File: config.mk
export PLATFORM = sky130hd
export DESIGN_NAME = rivs_vector_select
export DESIGN_NICKNAME = d
export VERILOG_FILES = /design/src/include/rivs_pkg.sv /design/src/include/rivs_sel_if.sv /design/src/hw/rivs_vector_select.sv /design/src/hw/rivs_prio_enc.sv
export SDC_FILE = /design/constraint.sdc
export NUM_CORES = 1
export LEC_CHECK = 0
export CAP_MARGIN = 20
export CORE_ASPECT_RATIO = 1.5
export CORE_MARGIN = 2
export CORE_UTILIZATION = 50
export DETAILED_ROUTE_END_ITERATION = 12
export DONT_BUFFER_PORTS = 1
export GPL_ROUTABILITY_DRIVEN = 0
export PLACE_DENSITY = 0.7
export SLEW_MARGIN = 20
export SYNTH_ARGS = -nofsm -noshare
export SYNTH_HDL_FRONTEND = slang
export SYNTH_SLANG_ARGS = --single-unit
export TNS_END_PERCENT = 50
File: constraint.sdc
create_clock -name ref_clk -period 4.8 [get_ports ref_clk]
set_clock_uncertainty 0.15 [all_clocks]
set_input_delay 0.96 -clock ref_clk [delete_from_list [all_inputs] [get_ports ref_clk]]
set_output_delay 0.96 -clock ref_clk [all_outputs]
set_load 0.05 [all_outputs]
File: src/include/rivs_pkg.sv
// Constants for the reset and interrupt vector address selector.
// Assumes a word-addressed program memory and one core clock.
package rivs_pkg;

  // ------------------------------------------------------------
  // Source count and widths
  // ------------------------------------------------------------
  localparam int IRQ_COUNT = 25;
  localparam int IRQ_IDX_W = 5;
  localparam int VEC_NUM_W = 5;
  localparam int OFS_W = 16;
  localparam logic [VEC_NUM_W-1:0] VEC_FIRST_IRQ = 5'h02;

  // ------------------------------------------------------------
  // Table offsets (word addresses)
  // ------------------------------------------------------------
  localparam logic [OFS_W-1:0] OFS_RESET = 16'h0000;
  localparam logic [OFS_W-1:0] OFS_EXT_IRQ_LINE0 = 16'h0001;
  localparam logic [OFS_W-1:0] OFS_EXT_IRQ_LINE1 = 16'h0002;
  localparam logic [OFS_W-1:0] OFS_PIN_CHANGE_GROUP0 = 16'h0003;
  localparam logic [OFS_W-1:0] OFS_PIN_CHANGE_GROUP1 = 16'h0004;
  localparam logic [OFS_W-1:0] OFS_PIN_CHANGE_GROUP2 = 16'h0005;
  localparam logic [OFS_W-1:0] OFS_WATCHDOG_TIMEOUT_IRQ = 16'h0006;
  localparam logic [OFS_W-1:0] OFS_TIMER_B8_MATCH_A = 16'h0007;
  localparam logic [OFS_W-1:0] OFS_TIMER_B8_MATCH_B = 16'h0008;
  localparam logic [OFS_W-1:0] OFS_TIMER_B8_OVERFLOW = 16'h0009;
  localparam logic [OFS_W-1:0] OFS_TIMER_W16_CAPTURE = 16'h000a;
  localparam logic [OFS_W-1:0] OFS_TIMER_W16_MATCH_A = 16'h000b;
  localparam logic [OFS_W-1:0] OFS_TIMER_W16_MATCH_B = 16'h000c;
  localparam logic [OFS_W-1:0] OFS_TIMER_W16_OVERFLOW = 16'h000d;
  localparam logic [OFS_W-1:0] OFS_TIMER_A8_MATCH_A = 16'h000e;
  localparam logic [OFS_W-1:0] OFS_TIMER_A8_MATCH_B = 16'h000f;
  localparam logic [OFS_W-1:0] OFS_TIMER_A8_OVERFLOW = 16'h0010;
  localparam logic [OFS_W-1:0] OFS_SPI_TRANSFER_DONE_IRQ = 16'h0011;
  localparam logic [OFS_W-1:0] OFS_USART_RX_DONE_IRQ = 16'h0012;
  localparam logic [OFS_W-1:0] OFS_USART_TX_BUFFER_EMPTY_IRQ = 16'h0013;
  localparam logic [OFS_W-1:0] OFS_USART_TX_DONE_IRQ = 16'h0014;
  localparam logic [OFS_W-1:0] OFS_ADC_DONE_IRQ = 16'h0015;
  localparam logic [OFS_W-1:0] OFS_EEPROM_READY_IRQ = 16'h0016;
  localparam logic [OFS_W-1:0] OFS_ANALOG_COMP_IRQ = 16'h0017;
  localparam logic [OFS_W-1:0] OFS_TWO_WIRE_IRQ = 16'h0018;
  localparam logic [OFS_W-1:0] OFS_SELF_PROGRAM_READY_IRQ = 16'h0019;

  // ------------------------------------------------------------
  // Fuse encoding, reset values and timing
  // ------------------------------------------------------------
  localparam logic FUSE_PROGRAMMED = 1'b0;
  localparam logic FUSE_RESET_VAL = 1'b1;
  localparam int SYNC_CYCLES = 2;
  localparam logic [1:0] SYNC_CNT_LAST = 2'(SYNC_CYCLES - 1);

  // ------------------------------------------------------------
  // Sequencer states
  // ------------------------------------------------------------
  typedef enum logic [1:0] {
    RIVS_ST_SETTLE = 2'b00,
    RIVS_ST_RESET_LOAD = 2'b01,
    RIVS_ST_RUN = 2'b10
  } rivs_state_t;

endpackage

File: src/include/rivs_sel_if.sv
// Request vector and winner index between the selector and its encoder.
// Assumes both ends sit on the same clock; the link is combinational.
`timescale 1ns/1ps
`default_nettype none
interface rivs_sel_if #(
  parameter int N = 25,
  parameter int IW = 5
);
  logic [N-1:0] req;
  logic found;
  logic [IW-1:0] index;

  modport enc
  (
    input req,
    output found,
    output index
  );
  modport user
  (
    output req,
    input found,
    input index
  );
endinterface
`default_nettype wire

File: src/hw/rivs_vector_select.sv
// Reset and interrupt vector address selector for the core fetch unit.
// Assumes requests, accept and the select bit come from core-clock logic;
// the boot fuse is a static strap from outside and is synchronised.
`timescale 1ns/1ps
`default_nettype none

// Functional notes
// Every reset cause uses vector 1, which by default is word address 0x0000.
// External request lines 0 and 1 use offsets 0x0001 and 0x0002.
// Pin-change groups 0, 1 and 2 use offsets 0x0003, 0x0004 and 0x0005.
// The watchdog time-out interrupt, not its reset, uses offset 0x0006.
// The second 8-bit timer uses 0x0007, 0x0008 and 0x0009 for match A, match B, overflow.
// The 16-bit timer uses 0x000A to 0x000D for capture, match A, match B, overflow.
// The first 8-bit timer uses 0x000E, 0x000F and 0x0010 for match A, match B, overflow.
// The serial peripheral transfer-done interrupt uses offset 0x0011.
// The USART uses 0x0012, 0x0013 and 0x0014 for receive, buffer empty, transmit done.
// The converter-done interrupt uses offset 0x0015.
// EEPROM ready, comparator, two-wire and self-program ready use 0x0016 to 0x0019.
// A programmed boot fuse starts execution after reset at the boot reset address.
// With the select bit set each vector is its offset plus the boot section start.
// The table base is 0x001, or the boot reset address plus one when the bit is set.
// Fuse value 1 means unprogrammed (reset at 0x000), value 0 means programmed.
// Among pending requests the lowest vector number is served first.
// Software sets the select bit before it enables any interrupt.
module rivs_vector_select #(
  parameter int ADDR_W = 12
)
(
  input wire logic ref_clk,
  input wire logic rst,
  input wire logic boot_reset_fuse,
  input wire logic vector_table_select,
  input wire logic [ADDR_W-1:0] boot_reset_addr,
  input wire logic [rivs_pkg::IRQ_COUNT-1:0] irq_req,
  input wire logic irq_accept,
  output logic [ADDR_W-1:0] fetch_addr,
  output logic fetch_load,
  output logic irq_pending,
  output logic [rivs_pkg::VEC_NUM_W-1:0] irq_vector,
  output logic [rivs_pkg::IRQ_COUNT-1:0] irq_clear,
  output logic boot_fuse_programmed
);
  import rivs_pkg::*;

  initial
  begin
    if (ADDR_W < 5 || ADDR_W > OFS_W)
      $error("rivs_vector_select: ADDR_W must be 5 to 16");
  end

  // ------------------------------------------------------------
  // Offset lookup and address arithmetic
  // ------------------------------------------------------------
  function automatic logic [OFS_W-1:0] offset_of(input logic [IRQ_IDX_W-1:0] idx);
    case (idx)
      5'h00: offset_of = OFS_EXT_IRQ_LINE0;
      5'h01: offset_of = OFS_EXT_IRQ_LINE1;
      5'h02: offset_of = OFS_PIN_CHANGE_GROUP0;
      5'h03: offset_of = OFS_PIN_CHANGE_GROUP1;
      5'h04: offset_of = OFS_PIN_CHANGE_GROUP2;
      5'h05: offset_of = OFS_WATCHDOG_TIMEOUT_IRQ;
      5'h06: offset_of = OFS_TIMER_B8_MATCH_A;
      5'h07: offset_of = OFS_TIMER_B8_MATCH_B;
      5'h08: offset_of = OFS_TIMER_B8_OVERFLOW;
      5'h09: offset_of = OFS_TIMER_W16_CAPTURE;
      5'h0a: offset_of = OFS_TIMER_W16_MATCH_A;
      5'h0b: offset_of = OFS_TIMER_W16_MATCH_B;
      5'h0c: offset_of = OFS_TIMER_W16_OVERFLOW;
      5'h0d: offset_of = OFS_TIMER_A8_MATCH_A;
      5'h0e: offset_of = OFS_TIMER_A8_MATCH_B;
      5'h0f: offset_of = OFS_TIMER_A8_OVERFLOW;
      5'h10: offset_of = OFS_SPI_TRANSFER_DONE_IRQ;
      5'h11: offset_of = OFS_USART_RX_DONE_IRQ;
      5'h12: offset_of = OFS_USART_TX_BUFFER_EMPTY_IRQ;
      5'h13: offset_of = OFS_USART_TX_DONE_IRQ;
      5'h14: offset_of = OFS_ADC_DONE_IRQ;
      5'h15: offset_of = OFS_EEPROM_READY_IRQ;
      5'h16: offset_of = OFS_ANALOG_COMP_IRQ;
      5'h17: offset_of = OFS_TWO_WIRE_IRQ;
      5'h18: offset_of = OFS_SELF_PROGRAM_READY_IRQ;
      default: offset_of = OFS_RESET;
    endcase
  endfunction

  // Base is boot address when relocated; offset already carries the +1
  function automatic logic [ADDR_W-1:0] vector_addr(input logic [IRQ_IDX_W-1:0] idx,
                                                    input logic relocate,
                                                    input logic [ADDR_W-1:0] boot_addr);
    logic [ADDR_W-1:0] base;
    base = relocate ? boot_addr : '0;
    vector_addr = ADDR_W'(offset_of(idx)) + base;
  endfunction

  // ------------------------------------------------------------
  // Fuse synchroniser
  // ------------------------------------------------------------
  logic fuse_meta_reg;
  logic fuse_sync_reg;

  always_ff @(posedge ref_clk)
  begin
    if (rst)
    begin
      fuse_meta_reg <= FUSE_RESET_VAL;
      fuse_sync_reg <= FUSE_RESET_VAL;
    end
    else
    begin
      fuse_meta_reg <= boot_reset_fuse;
      fuse_sync_reg <= fuse_meta_reg;
    end
  end

  // ------------------------------------------------------------
  // Priority selection
  // ------------------------------------------------------------
  rivs_sel_if #(.N(IRQ_COUNT), .IW(IRQ_IDX_W)) sel ();

  assign sel.req = irq_req;

  rivs_prio_enc #(.N(IRQ_COUNT), .IW(IRQ_IDX_W)) u_prio
  (
    .sel(sel.enc)
  );

  // ------------------------------------------------------------
  // Sequencer and outputs
  // ------------------------------------------------------------
  rivs_state_t state_reg;
  rivs_state_t state_next;
  logic [1:0] settle_cnt_reg;
  logic [1:0] settle_cnt_next;
  logic fuse_prog_reg;
  logic fuse_prog_next;
  logic [ADDR_W-1:0] fetch_addr_reg;
  logic [ADDR_W-1:0] fetch_addr_next;
  logic fetch_load_reg;
  logic fetch_load_next;
  logic pending_reg;
  logic pending_next;
  logic [IRQ_IDX_W-1:0] idx_reg;
  logic [IRQ_IDX_W-1:0] idx_next;
  logic [VEC_NUM_W-1:0] vector_reg;
  logic [VEC_NUM_W-1:0] vector_next;
  logic [IRQ_COUNT-1:0] clear_reg;
  logic [IRQ_COUNT-1:0] clear_next;
  logic take;

  // The cleared source needs one edge to drop its request, so the cycle after
  // a clear pulse is masked; otherwise the same vector would be offered twice.
  assign take = (state_reg == RIVS_ST_RUN) && pending_reg && irq_accept;

  always_comb
  begin
    state_next = state_reg;
    settle_cnt_next = settle_cnt_reg;
    fuse_prog_next = fuse_prog_reg;
    fetch_addr_next = fetch_addr_reg;
    fetch_load_next = 1'b0;
    clear_next = '0;
    pending_next = 1'b0;
    idx_next = idx_reg;
    vector_next = vector_reg;
    case (state_reg)
      RIVS_ST_SETTLE:
      begin
        settle_cnt_next = settle_cnt_reg + 2'h1;
        if (settle_cnt_reg == SYNC_CNT_LAST)
          state_next = RIVS_ST_RESET_LOAD;
      end
      RIVS_ST_RESET_LOAD:
      begin
        fuse_prog_next = (fuse_sync_reg == FUSE_PROGRAMMED);
        fetch_addr_next = (fuse_sync_reg == FUSE_PROGRAMMED) ? boot_reset_addr
                                                             : ADDR_W'(OFS_RESET);
        fetch_load_next = 1'b1;
        state_next = RIVS_ST_RUN;
      end
      RIVS_ST_RUN:
      begin
        pending_next = sel.found && !take && (clear_reg == '0);
        idx_next = sel.index;
        vector_next = VEC_NUM_W'(sel.index) + VEC_FIRST_IRQ;
        if (take)
        begin
          fetch_addr_next = vector_addr(idx_reg, vector_table_select, boot_reset_addr);
          fetch_load_next = 1'b1;
          clear_next[idx_reg] = 1'b1;
        end
      end
      default:
      begin
        state_next = RIVS_ST_SETTLE;
        settle_cnt_next = '0;
      end
    endcase
  end

  always_ff @(posedge ref_clk)
  begin
    if (rst)
    begin
      state_reg <= RIVS_ST_SETTLE;
      settle_cnt_reg <= '0;
      fuse_prog_reg <= 1'b0;
      fetch_addr_reg <= '0;
      fetch_load_reg <= 1'b0;
      pending_reg <= 1'b0;
      idx_reg <= '0;
      vector_reg <= '0;
      clear_reg <= '0;
    end
    else
    begin
      state_reg <= state_next;
      settle_cnt_reg <= settle_cnt_next;
      fuse_prog_reg <= fuse_prog_next;
      fetch_addr_reg <= fetch_addr_next;
      fetch_load_reg <= fetch_load_next;
      pending_reg <= pending_next;
      idx_reg <= idx_next;
      vector_reg <= vector_next;
      clear_reg <= clear_next;
    end
  end

  assign fetch_addr = fetch_addr_reg;
  assign fetch_load = fetch_load_reg;
  assign irq_pending = pending_reg;
  assign irq_vector = vector_reg;
  assign irq_clear = clear_reg;
  assign boot_fuse_programmed = fuse_prog_reg;

endmodule // rivs_vector_select
`default_nettype wire

File: src/hw/rivs_prio_enc.sv
// Lowest-index-wins priority encoder over the pending request vector.
// Assumes a consumer that registers the result on the same clock.
`timescale 1ns/1ps
`default_nettype none
module rivs_prio_enc #(
  parameter int N = 25,
  parameter int IW = 5
)
(
  rivs_sel_if.enc sel
);

  initial
  begin
    if (N < 1 || (1 << IW) < N)
      $error("rivs_prio_enc: index too narrow for N");
  end

  // Scan downward so the lowest set bit is the last to write
  always_comb
  begin
    sel.found = 1'b0;
    sel.index = '0;
    for (int i = N - 1; i >= 0; i--)
    begin
      if (sel.req[i])
      begin
        sel.found = 1'b1;
        sel.index = IW'(i);
      end
    end
  end

endmodule // rivs_prio_enc
`default_nettype wire

==> impl_metrics.json, run 1 <==
{
  "run_status": "complete, no violations",
  "drtAntennaViolNets": 0,
  "post_synth_fa_ha_maj_area_fraction": 0.06124,
  "detail_route.drc_violations": 0,
  "ys_seq_area_frac": 0.4027,
  "synthesis.area_sq_um": 2983,
  "yosysWarnings": 0,
  "timing.critical_path.required_ps": 4880,
  "final_nets": 412,
  "floorplan.io_pins": 87,
  "critical_path.max_fanout": 26,
  "critical_path_depth": 11,
  "final.hold.worst_slack_ps": 259.4,
  "cts_max_path_buffers": 2,
  "cts_max_level": 3,
  "critical_path.endpoint_type": "register",
  "dr.first_iter.drc_count": 110,
  "final-max-slew-violation-count": 0,
  "num_antenna_cells": 0,
  "detailedPlacementHpwl_mm": 5.359,
  "timing.critical_path.from": "state_reg[0]",
  "synth_largest_type_area_fraction": 0.4027,
  "async_flop_share": 0,
  "portion_of_total_power_attributed_to_the_clock_network": 0.326,
  "critical-path-max-stage-delay_ps": 400,
  "power.internal_mw": 0.9717,
  "numClockSinks": 60,
  "r2r.worst_path.cells": 11,
  "floorplan.die.height_microns": 98.60,
  "first_global_vias": 2514,
  "fmaxAchievable_ghz": 0.3625,
  "library_cell_occupying_the_most_area_in_the_post_synthesis_netlist": "sky130_fd_sc_hd__dfxtp_1",
  "setup_viol": 0,
  "cts_resized": 0,
  "worstHoldPathType": "register to register",
  "comb_power_share": 0.171,
  "number_of_antenna_violations_at_the_first_check_in_global_routing": 0,
  "floorplan.die_area_sq_um": 6612,
  "relSlewSlack": 0.5236,
  "final_period_minus_worst_setup_slack_ps": 2758,
  "post-layout-total-power_mw": 1.565,
  "core_region_sq_um": 5786,
  "route.detailed.wl_per_inst_microns": 16.41,
  "synth-compound-area-share": 0.1976,
  "worstMarginPinSlew_ps": 713.0,
  "die_width_microns": 67.07,
  "synthToLayoutAreaGrowth_pct": 9.438,
  "totalWireLength_mm": 7.104,
  "post_cts_setup_buffers": 0,
  "synth_simple_gate_area_frac": 0.2840,
  "grt_use_total": 0.2305,
  "synth_seq_cells": 60,
  "pwr-share-seq": 0.502,
  "netSwitchingFraction": 0.3789,
  "detailedRoute.firstPassIterationCount": 4,
  "largest_family_of_logic_cells_by_synthesized_area": "simple AND/OR/NAND/NOR gates",
  "critical_path.reg2reg.startpoint": "state_reg[0]",
  "number_of_clock_buffers_inserted_by_tritoncts": 9,
  "power-per-cell-area_nw_per_um2": 479.3,
  "post_synth_num_cell_types": 52,
  "grt_pass1_wl_mm": 11.63,
  "reg2reg_slack_ps": 2040,
  "post_synth_inst_count": 355,
  "synth_fp_nets": 411,
  "synth_most_common_cell": "sky130_fd_sc_hd__nor2_1",
  "totalNegativeSetupSlack_ps": 0,
  "cts_root_buf": "sky130_fd_sc_hd__clkbuf_8",
  "insertion_delay_ps": 340,
  "signal_arrival_time_at_the_worst_endpoint_ps": 2840,
  "path_clk_slew_ps": 70,
  "largest_register_ff_count": 25,
  "hold_buffers": 0,
  "critPathKind": "register to register",
  "placement.io_buffers": 0,
  "unrepaired_setup_endpoints_after_global_routing": "no",
  "cp_slowest_cell": "sky130_fd_sc_hd__inv_1",
  "max-vdd-ir-drop_v": 0.0002232,
  "grt_max_degree": 37,
  "crit_family": "buffers and inverters",
  "startpoint_type": "register",
  "initial_core_util": 0.5156,
  "utilization": 0.5642,
  "grt_overflow_total": 0,
  "finalCritPeriodShare": 0.5747,
  "yosys-top-cells-count": "sky130_fd_sc_hd__nor2_1, sky130_fd_sc_hd__dfxtp_1, sky130_fd_sc_hd__a21oi_1",
  "cts_tree": "yes",
  "power.net_switching_mw": 0.5928,
  "viasPerCell": 5.986,
  "synth.top_cells.by_area": "sky130_fd_sc_hd__dfxtp_1, sky130_fd_sc_hd__nor2_1, sky130_fd_sc_hd__ha_1",
  "maxCapViolCount": 0,
  "fraction_of_synthesized_area_in_multiplexers": 0.01342,
  "hold_violations": 0,
  "final_layout_size_suffix_gt1_frac": 0.08587,
  "floorplan.rows": 34,
  "p_leak_nw": 1.184,
  "synth_flop_cell": "sky130_fd_sc_hd__dfxtp_1",
  "avgSynthCellArea_sq_um": 8.402,
  "cp_cell_sequence": "inv_1 > ha_1 > buf_4 > inv_1 > nor2_1 > o211ai_1 > a21oi_1 > or2_2 > ha_1 > a21oi_1 > o21ba_1",
  "cp_num_buf_inv": 3,
  "vias": 2592,
  "synth-xor-area-share": 0.005872,
  "count_of_flip_flops_with_a_built_in_enable_after_synthesis": 0
}
[metrics by stage]
stage / setup slack, ps / cell area [sq um] / cells
4_1_cts: 2049 / 3264 / 433
6_report: 2042 / 3264 / 433
2_1_floorplan: 1760 / 2983 / 355
3_5_place_dp: 1769 / 3039 / 417
3_3_place_gp: 1787 / 3039 / 417
5_1_grt: 1789 / 3264 / 433
[final cells by class]
cell class              count  area [sq um]
inverters                  15         56.30
clock inverters             7         101.3
multi-input cells         268          1677
fillers                   535          2521
repair buffers              2         15.01
clock buffers               9         123.9
well taps                  72         90.09
flip-flops and latches     60          1201
[layout by cell type (no fill, tap or decap), types with 3 or more instances in the layout]
cell / n
sky130_fd_sc_hd__nor2_1: 66
sky130_fd_sc_hd__dfxtp_1: 60
sky130_fd_sc_hd__a21oi_1: 23
sky130_fd_sc_hd__nand2_1: 17
sky130_fd_sc_hd__inv_1: 15
sky130_fd_sc_hd__ha_1: 13
sky130_fd_sc_hd__o21ai_0: 12
sky130_fd_sc_hd__a211oi_1: 12
sky130_fd_sc_hd__nor4_1: 10
sky130_fd_sc_hd__clkbuf_8: 9
sky130_fd_sc_hd__and2_1: 8
sky130_fd_sc_hd__nand4_1: 8
sky130_fd_sc_hd__a311oi_1: 8
sky130_fd_sc_hd__nand2b_1: 7
sky130_fd_sc_hd__nor3_1: 6
sky130_fd_sc_hd__and3_1: 6
sky130_fd_sc_hd__or4_1: 5
sky130_fd_sc_hd__nand3_1: 5
sky130_fd_sc_hd__or2_2: 5
sky130_fd_sc_hd__or3_1: 4
sky130_fd_sc_hd__mux2i_1: 4
sky130_fd_sc_hd__nand3b_1: 4
sky130_fd_sc_hd__or4_4: 3
sky130_fd_sc_hd__o21bai_1: 3
sky130_fd_sc_hd__o2111ai_1: 3
sky130_fd_sc_hd__nor3b_1: 3
sky130_fd_sc_hd__a31oi_1: 3
sky130_fd_sc_hd__clkinv_4: 3
[worst min path at each step]
| stage | start | to | slack [ps] | cells past startpoint |
|---|---|---|---|---|
| 6_report | fuse_meta_reg | fuse_sync_reg | 260 | 1 |
| 5_1_grt | fuse_meta_reg | fuse_sync_reg | 270 | 1 |
| 4_1_cts | fuse_meta_reg | fuse_sync_reg | 260 | 1 |
| 3_5_place_dp | fuse_meta_reg | fuse_sync_reg | 240 | 1 |
| 3_3_place_gp | fuse_meta_reg | fuse_sync_reg | 250 | 1 |
| 2_1_floorplan | fuse_meta_reg | fuse_sync_reg | 240 | 1 |
[power by group through the flow]
stage / registers [mW] / logic (mW) / clock network [mW]
3_3_place_gp: 0.797 / 0.261 / 0
4_1_cts: 0.788 / 0.271 / 0.522
5_1_grt: 0.798 / 0.306 / 0.543
2_1_floorplan: 0.785 / 0.230 / 0
6_report: 0.786 / 0.268 / 0.511
3_5_place_dp: 0.800 / 0.269 / 0
[logic make-up (layout without fill, tap and decap cells)]
| family | after synthesis | count (layout) |
|---|---|---|
| simple gates | 164 | 164 |
| compound gates | 84 | 84 |
| flops | 60 | 60 |
| buf+inv | 27 | 33 |
| fa+ha+maj | 14 | 14 |
| mux | 4 | 4 |
| xor+xnor | 2 | 2 |
[worst register-to-register path, stage by stage, from the launching register on]
cell	delay, ps
sky130_fd_sc_hd__dfxtp_1	360
sky130_fd_sc_hd__inv_1	70
sky130_fd_sc_hd__ha_1	190
sky130_fd_sc_hd__buf_4	220
sky130_fd_sc_hd__inv_1	400
sky130_fd_sc_hd__nor2_1	140
sky130_fd_sc_hd__o211ai_1	150
sky130_fd_sc_hd__a21oi_1	160
sky130_fd_sc_hd__or2_2	320
sky130_fd_sc_hd__ha_1	230
sky130_fd_sc_hd__a21oi_1	120
sky130_fd_sc_hd__o21ba_1	150
[per-layer routing]
layer | up-vias | wire length (microns) | track usage
met2 | 87 | 3774 | 0.4120
met4 | 0 | 92 | 0.08477
li1 | 1291 | - | -
met5 | - | 0 | 0
met1 | 1206 | 2652 | 0.2370
met3 | 8 | 584 | 0.08562
Power figures use the tool's default switching activity.
==> inputs of run 2 (changes only) <==
--- a/config.mk
+++ b/config.mk
@@ -5,6 +5,7 @@
 export SDC_FILE = /design/constraint.sdc
 export NUM_CORES = 1
 export LEC_CHECK = 0
+export ABC_AREA = 1
 export CAP_MARGIN = 20
 export CORE_ASPECT_RATIO = 1.5
 export CORE_MARGIN = 2
@@ -12,7 +13,7 @@
 export DETAILED_ROUTE_END_ITERATION = 12
 export DONT_BUFFER_PORTS = 1
 export GPL_ROUTABILITY_DRIVEN = 0
-export PLACE_DENSITY = 0.7
+export PLACE_DENSITY = 0.73
 export SLEW_MARGIN = 20
 export SYNTH_ARGS = -nofsm -noshare
 export SYNTH_HDL_FRONTEND = slang
==> constraint.sdc (replaced) <==
create_clock -name ref_clk -period 2.4 [get_ports ref_clk]
set_clock_uncertainty 0.15 [all_clocks]
set_input_delay 0.48 -clock ref_clk [delete_from_list [all_inputs] [get_ports ref_clk]]
set_output_delay 0.48 -clock ref_clk [all_outputs]
set_load 0.05 [all_outputs]
==> impl_metrics.json, run 2 <==
{
  "final_period_minus_worst_setup_slack_ps": 2231,
  "startpoint_type": "register",
  "critical_path.reg2reg.endpoint": "fetch_addr[10]",
  "worstHoldPathType": "input port to register",
  "final.setup.worst_slack_ps": 168.8,
  "most_used_cells_in_the_layout_excluding_fill_and_tap_cells": "sky130_fd_sc_hd__nand2_1, sky130_fd_sc_hd__dfxtp_1, sky130_fd_sc_hd__inv_1",
  "drtAntennaViolNets": 0,
  "grt_pass1_wl_mm": 10.94,
  "path_clk_slew_ps": 70,
  "finalCritPeriodShare": 0.9297,
  "yosysWarnings": 0,
  "floorplan.io_pins": 87,
  "power.net_switching_mw": 1.421,
  "synthToLayoutAreaGrowth_pct": 15.60,
  "finish.cell_count_without_fillers": 501,
  "run_status": "complete, no violations",
  "detailedRoute.firstPassIterationCount": 4,
  "setup_viol": 0,
  "totalNegativeSetupSlack_ps": 0,
  "critical-path-max-stage-delay_ps": 360,
  "pwr-share-seq": 0.514,
  "detailedPlacementHpwl_mm": 5.181,
  "maxCapViolCount": 0,
  "count_of_flip_flops_with_a_built_in_enable_after_synthesis": 0,
  "first_global_vias": 2604,
  "num_antenna_cells": 0,
  "final_common_cell": "sky130_fd_sc_hd__nand2_1",
  "postPlaceCellArea_sq_um": 3104,
  "comb_power_share": 0.248,
  "totalWireLength_mm": 6.774,
  "portion_of_total_power_attributed_to_the_clock_network": 0.239,
  "power-per-cell-area_nw_per_um2": 979.8,
  "critPathKind": "register to register",
  "async_flop_share": 0,
  "largest_register_ff_count": 25,
  "grt_use_total": 0.2179,
  "netSwitchingFraction": 0.4298,
  "final.fill_count": 544,
  "synth_most_common_cell": "sky130_fd_sc_hd__nand2_1",
  "unrepaired_setup_endpoints_after_global_routing": "yes",
  "worstMarginPinSlew_ps": 562.9,
  "final.hold.worst_slack_ps": 63.87,
  "synth_largest_type_area_fraction": 0.4115,
  "number_of_antenna_violations_at_the_first_check_in_global_routing": 0,
  "cts_root_buf": "sky130_fd_sc_hd__clkbuf_8",
  "design_area_sq_um": 3374,
  "initial_core_util": 0.5121,
  "synth_fp_nets": 462,
  "detail_route.drc_violations": 0,
  "power.internal_mw": 1.885,
  "timing.critical_path.required_ps": 2520,
  "yosys-top-cells-count": "sky130_fd_sc_hd__nand2_1, sky130_fd_sc_hd__inv_1, sky130_fd_sc_hd__dfxtp_1",
  "synth_flop_cell": "sky130_fd_sc_hd__dfxtp_1",
  "numClockSinks": 60,
  "hold_violations": 0,
  "critical_path.max_fanout": 3,
  "ys_seq_area_frac": 0.4115,
  "number_of_clock_buffers_inserted_by_tritoncts": 9,
  "dp.cells": 484,
  "final-max-slew-violation-count": 0,
  "vias": 2617,
  "grt_overflow_total": 0,
  "holdCritStartpoint": "rst",
  "cp_cell_sequence": "ha_1 > inv_1 > fa_2 > o21ai_2 > nand2_1 > a21oi_1 > nand2_1 > nor3_2 > nand2_1 > xor2_1 > nand2_1 > a31oi_1",
  "core_region_sq_um": 5700,
  "cts_max_path_buffers": 2,
  "insertion_delay_ps": 340,
  "synth.top_cells.by_area": "sky130_fd_sc_hd__dfxtp_1, sky130_fd_sc_hd__nand2_1, sky130_fd_sc_hd__inv_1",
  "placement.io_buffers": 0,
  "dr.first_iter.drc_count": 138,
  "route.detailed.wl_per_inst_microns": 13.52,
  "signal_arrival_time_at_the_worst_endpoint_ps": 2350,
  "library_cell_occupying_the_most_area_in_the_post_synthesis_netlist": "sky130_fd_sc_hd__dfxtp_1",
  "floorplan.die_area_sq_um": 6478,
  "pre_cts_ws_ps": -161.7,
  "cts_tree": "yes",
  "avgSynthCellArea_sq_um": 7.190,
  "area.sequential_sq_um": 1201,
  "die_width_microns": 66.39,
  "floorplan.die.height_microns": 97.58,
  "final_nets": 480,
  "worst_hold_path.endpoint": "settle_cnt_reg[1]",
  "post_synth_num_cell_types": 38,
  "fmaxAchievable_ghz": 0.4482,
  "floorplan.rows": 34,
  "reg2reg_slack_ps": 170,
  "cts_max_level": 3,
  "critical-path-top-cell-by-count": "sky130_fd_sc_hd__nand2_1",
  "r2r.worst_path.cells": 12,
  "cp_slowest_cell": "sky130_fd_sc_hd__fa_2",
  "max-vdd-ir-drop_v": 0.0006862,
  "p_leak_nw": 1.491,
  "multi_input_gate_area_sq_um": 1506,
  "final_layout_size_suffix_gt1_frac": 0.1538,
  "relSlewSlack": 0.6242,
  "post_synth_inst_count": 406,
  "synthesis.area_sq_um": 2919,
  "critical_path.endpoint_type": "register",
  "timing.hold.worst_path_depth": 1,
  "synth_seq_cells": 60,
  "viasPerCell": 5.224,
  "grt_max_degree": 25
}
-- run 2: cell count changes in the layout (fill, tap and decap cells not counted), moves of 7 or more --
cell,change
sky130_fd_sc_hd__nand2_1,+60
sky130_fd_sc_hd__inv_1,+44
sky130_fd_sc_hd__nor2_1,-19
sky130_fd_sc_hd__buf_4,+15
sky130_fd_sc_hd__nand3_1,+12
sky130_fd_sc_hd__o21ai_0,+11
sky130_fd_sc_hd__a211oi_1,-9
sky130_fd_sc_hd__a311oi_1,-8
sky130_fd_sc_hd__nand2b_1,-7
-- run 2: critical path, delay by kind of cell (launching register included) --
kind / cells / cell delay [ps]
compound gates: 3 / 440
flops: 1 / 330
xor+xnor: 1 / 130
simple gates: 5 / 510
fa+ha+maj: 2 / 540
buf+inv: 1 / 70
-- run 2: routing by layer --
layer	vias up	GRT usage	share of wire
met5	-	0	0
met4	0	0.1020	0.028
met3	18	0.06489	0.060
met2	70	0.3869	0.52
met1	1193	0.2256	0.39
li1	1336	-	-
-- run 2: how the worst max path moves through the flow --
| stage | endpoint | cells past startpoint |
|---|---|---|
| finish | fetch_addr[10] | 12 |
| global route | register | 32 |
| CTS | fetch_addr[10] | 12 |
| detailed placement | register | 32 |
| global placement | register | 32 |
| floorplan | fetch_addr[11] | 20 |
-- run 2: cells by family after synthesis --
logic type	count (synthesis)	synth area share
AND/OR/NAND/NOR	183	0.2812
flip-flops	60	0.4115
XOR/XNOR	5	0.01500
AO/OA/AOI/OAI	65	0.1264
adder cells (fa/ha/maj)	14	0.06258
buffers and inverters	79	0.1033
-- run 2: area by class of cell --
cell class,count,area share
multi-input cells,267,0.4464
flip-flops and latches,60,0.3560
repair buffers,18,0.04116
well taps,72,0.02670
clock buffers,12,0.04301
clock inverters,4,0.007416
inverters,68,0.07935
-- run 2: power groups by stage --
stage	Sequential, mW	Clock [mW]	Combinational, mW
2_1_floorplan	1.69	0	0.591
3_3_place_gp	1.72	0	0.756
3_5_place_dp	1.72	0	0.785
4_1_cts	1.70	0.804	0.788
5_1_grt	1.72	0.848	0.938
6_report	1.70	0.790	0.819
-- run 2: timing repair --
action / CTS / global route
buffers inserted: 0 / 1
hold buffers: 0 / 0
gates resized for setup: 0 / 25
setup endpoints to repair: 0 / 5
-- run 2: through the flow --
| stage | util | total power, mW |
|---|---|---|
| floorplan | - | 2.284 |
| global placement | 0.5446 | 2.474 |
| detailed placement | 0.5446 | 2.502 |
| CTS | 0.5744 | 3.291 |
| global route | 0.5920 | 3.504 |
| finish | 0.5920 | 3.306 |
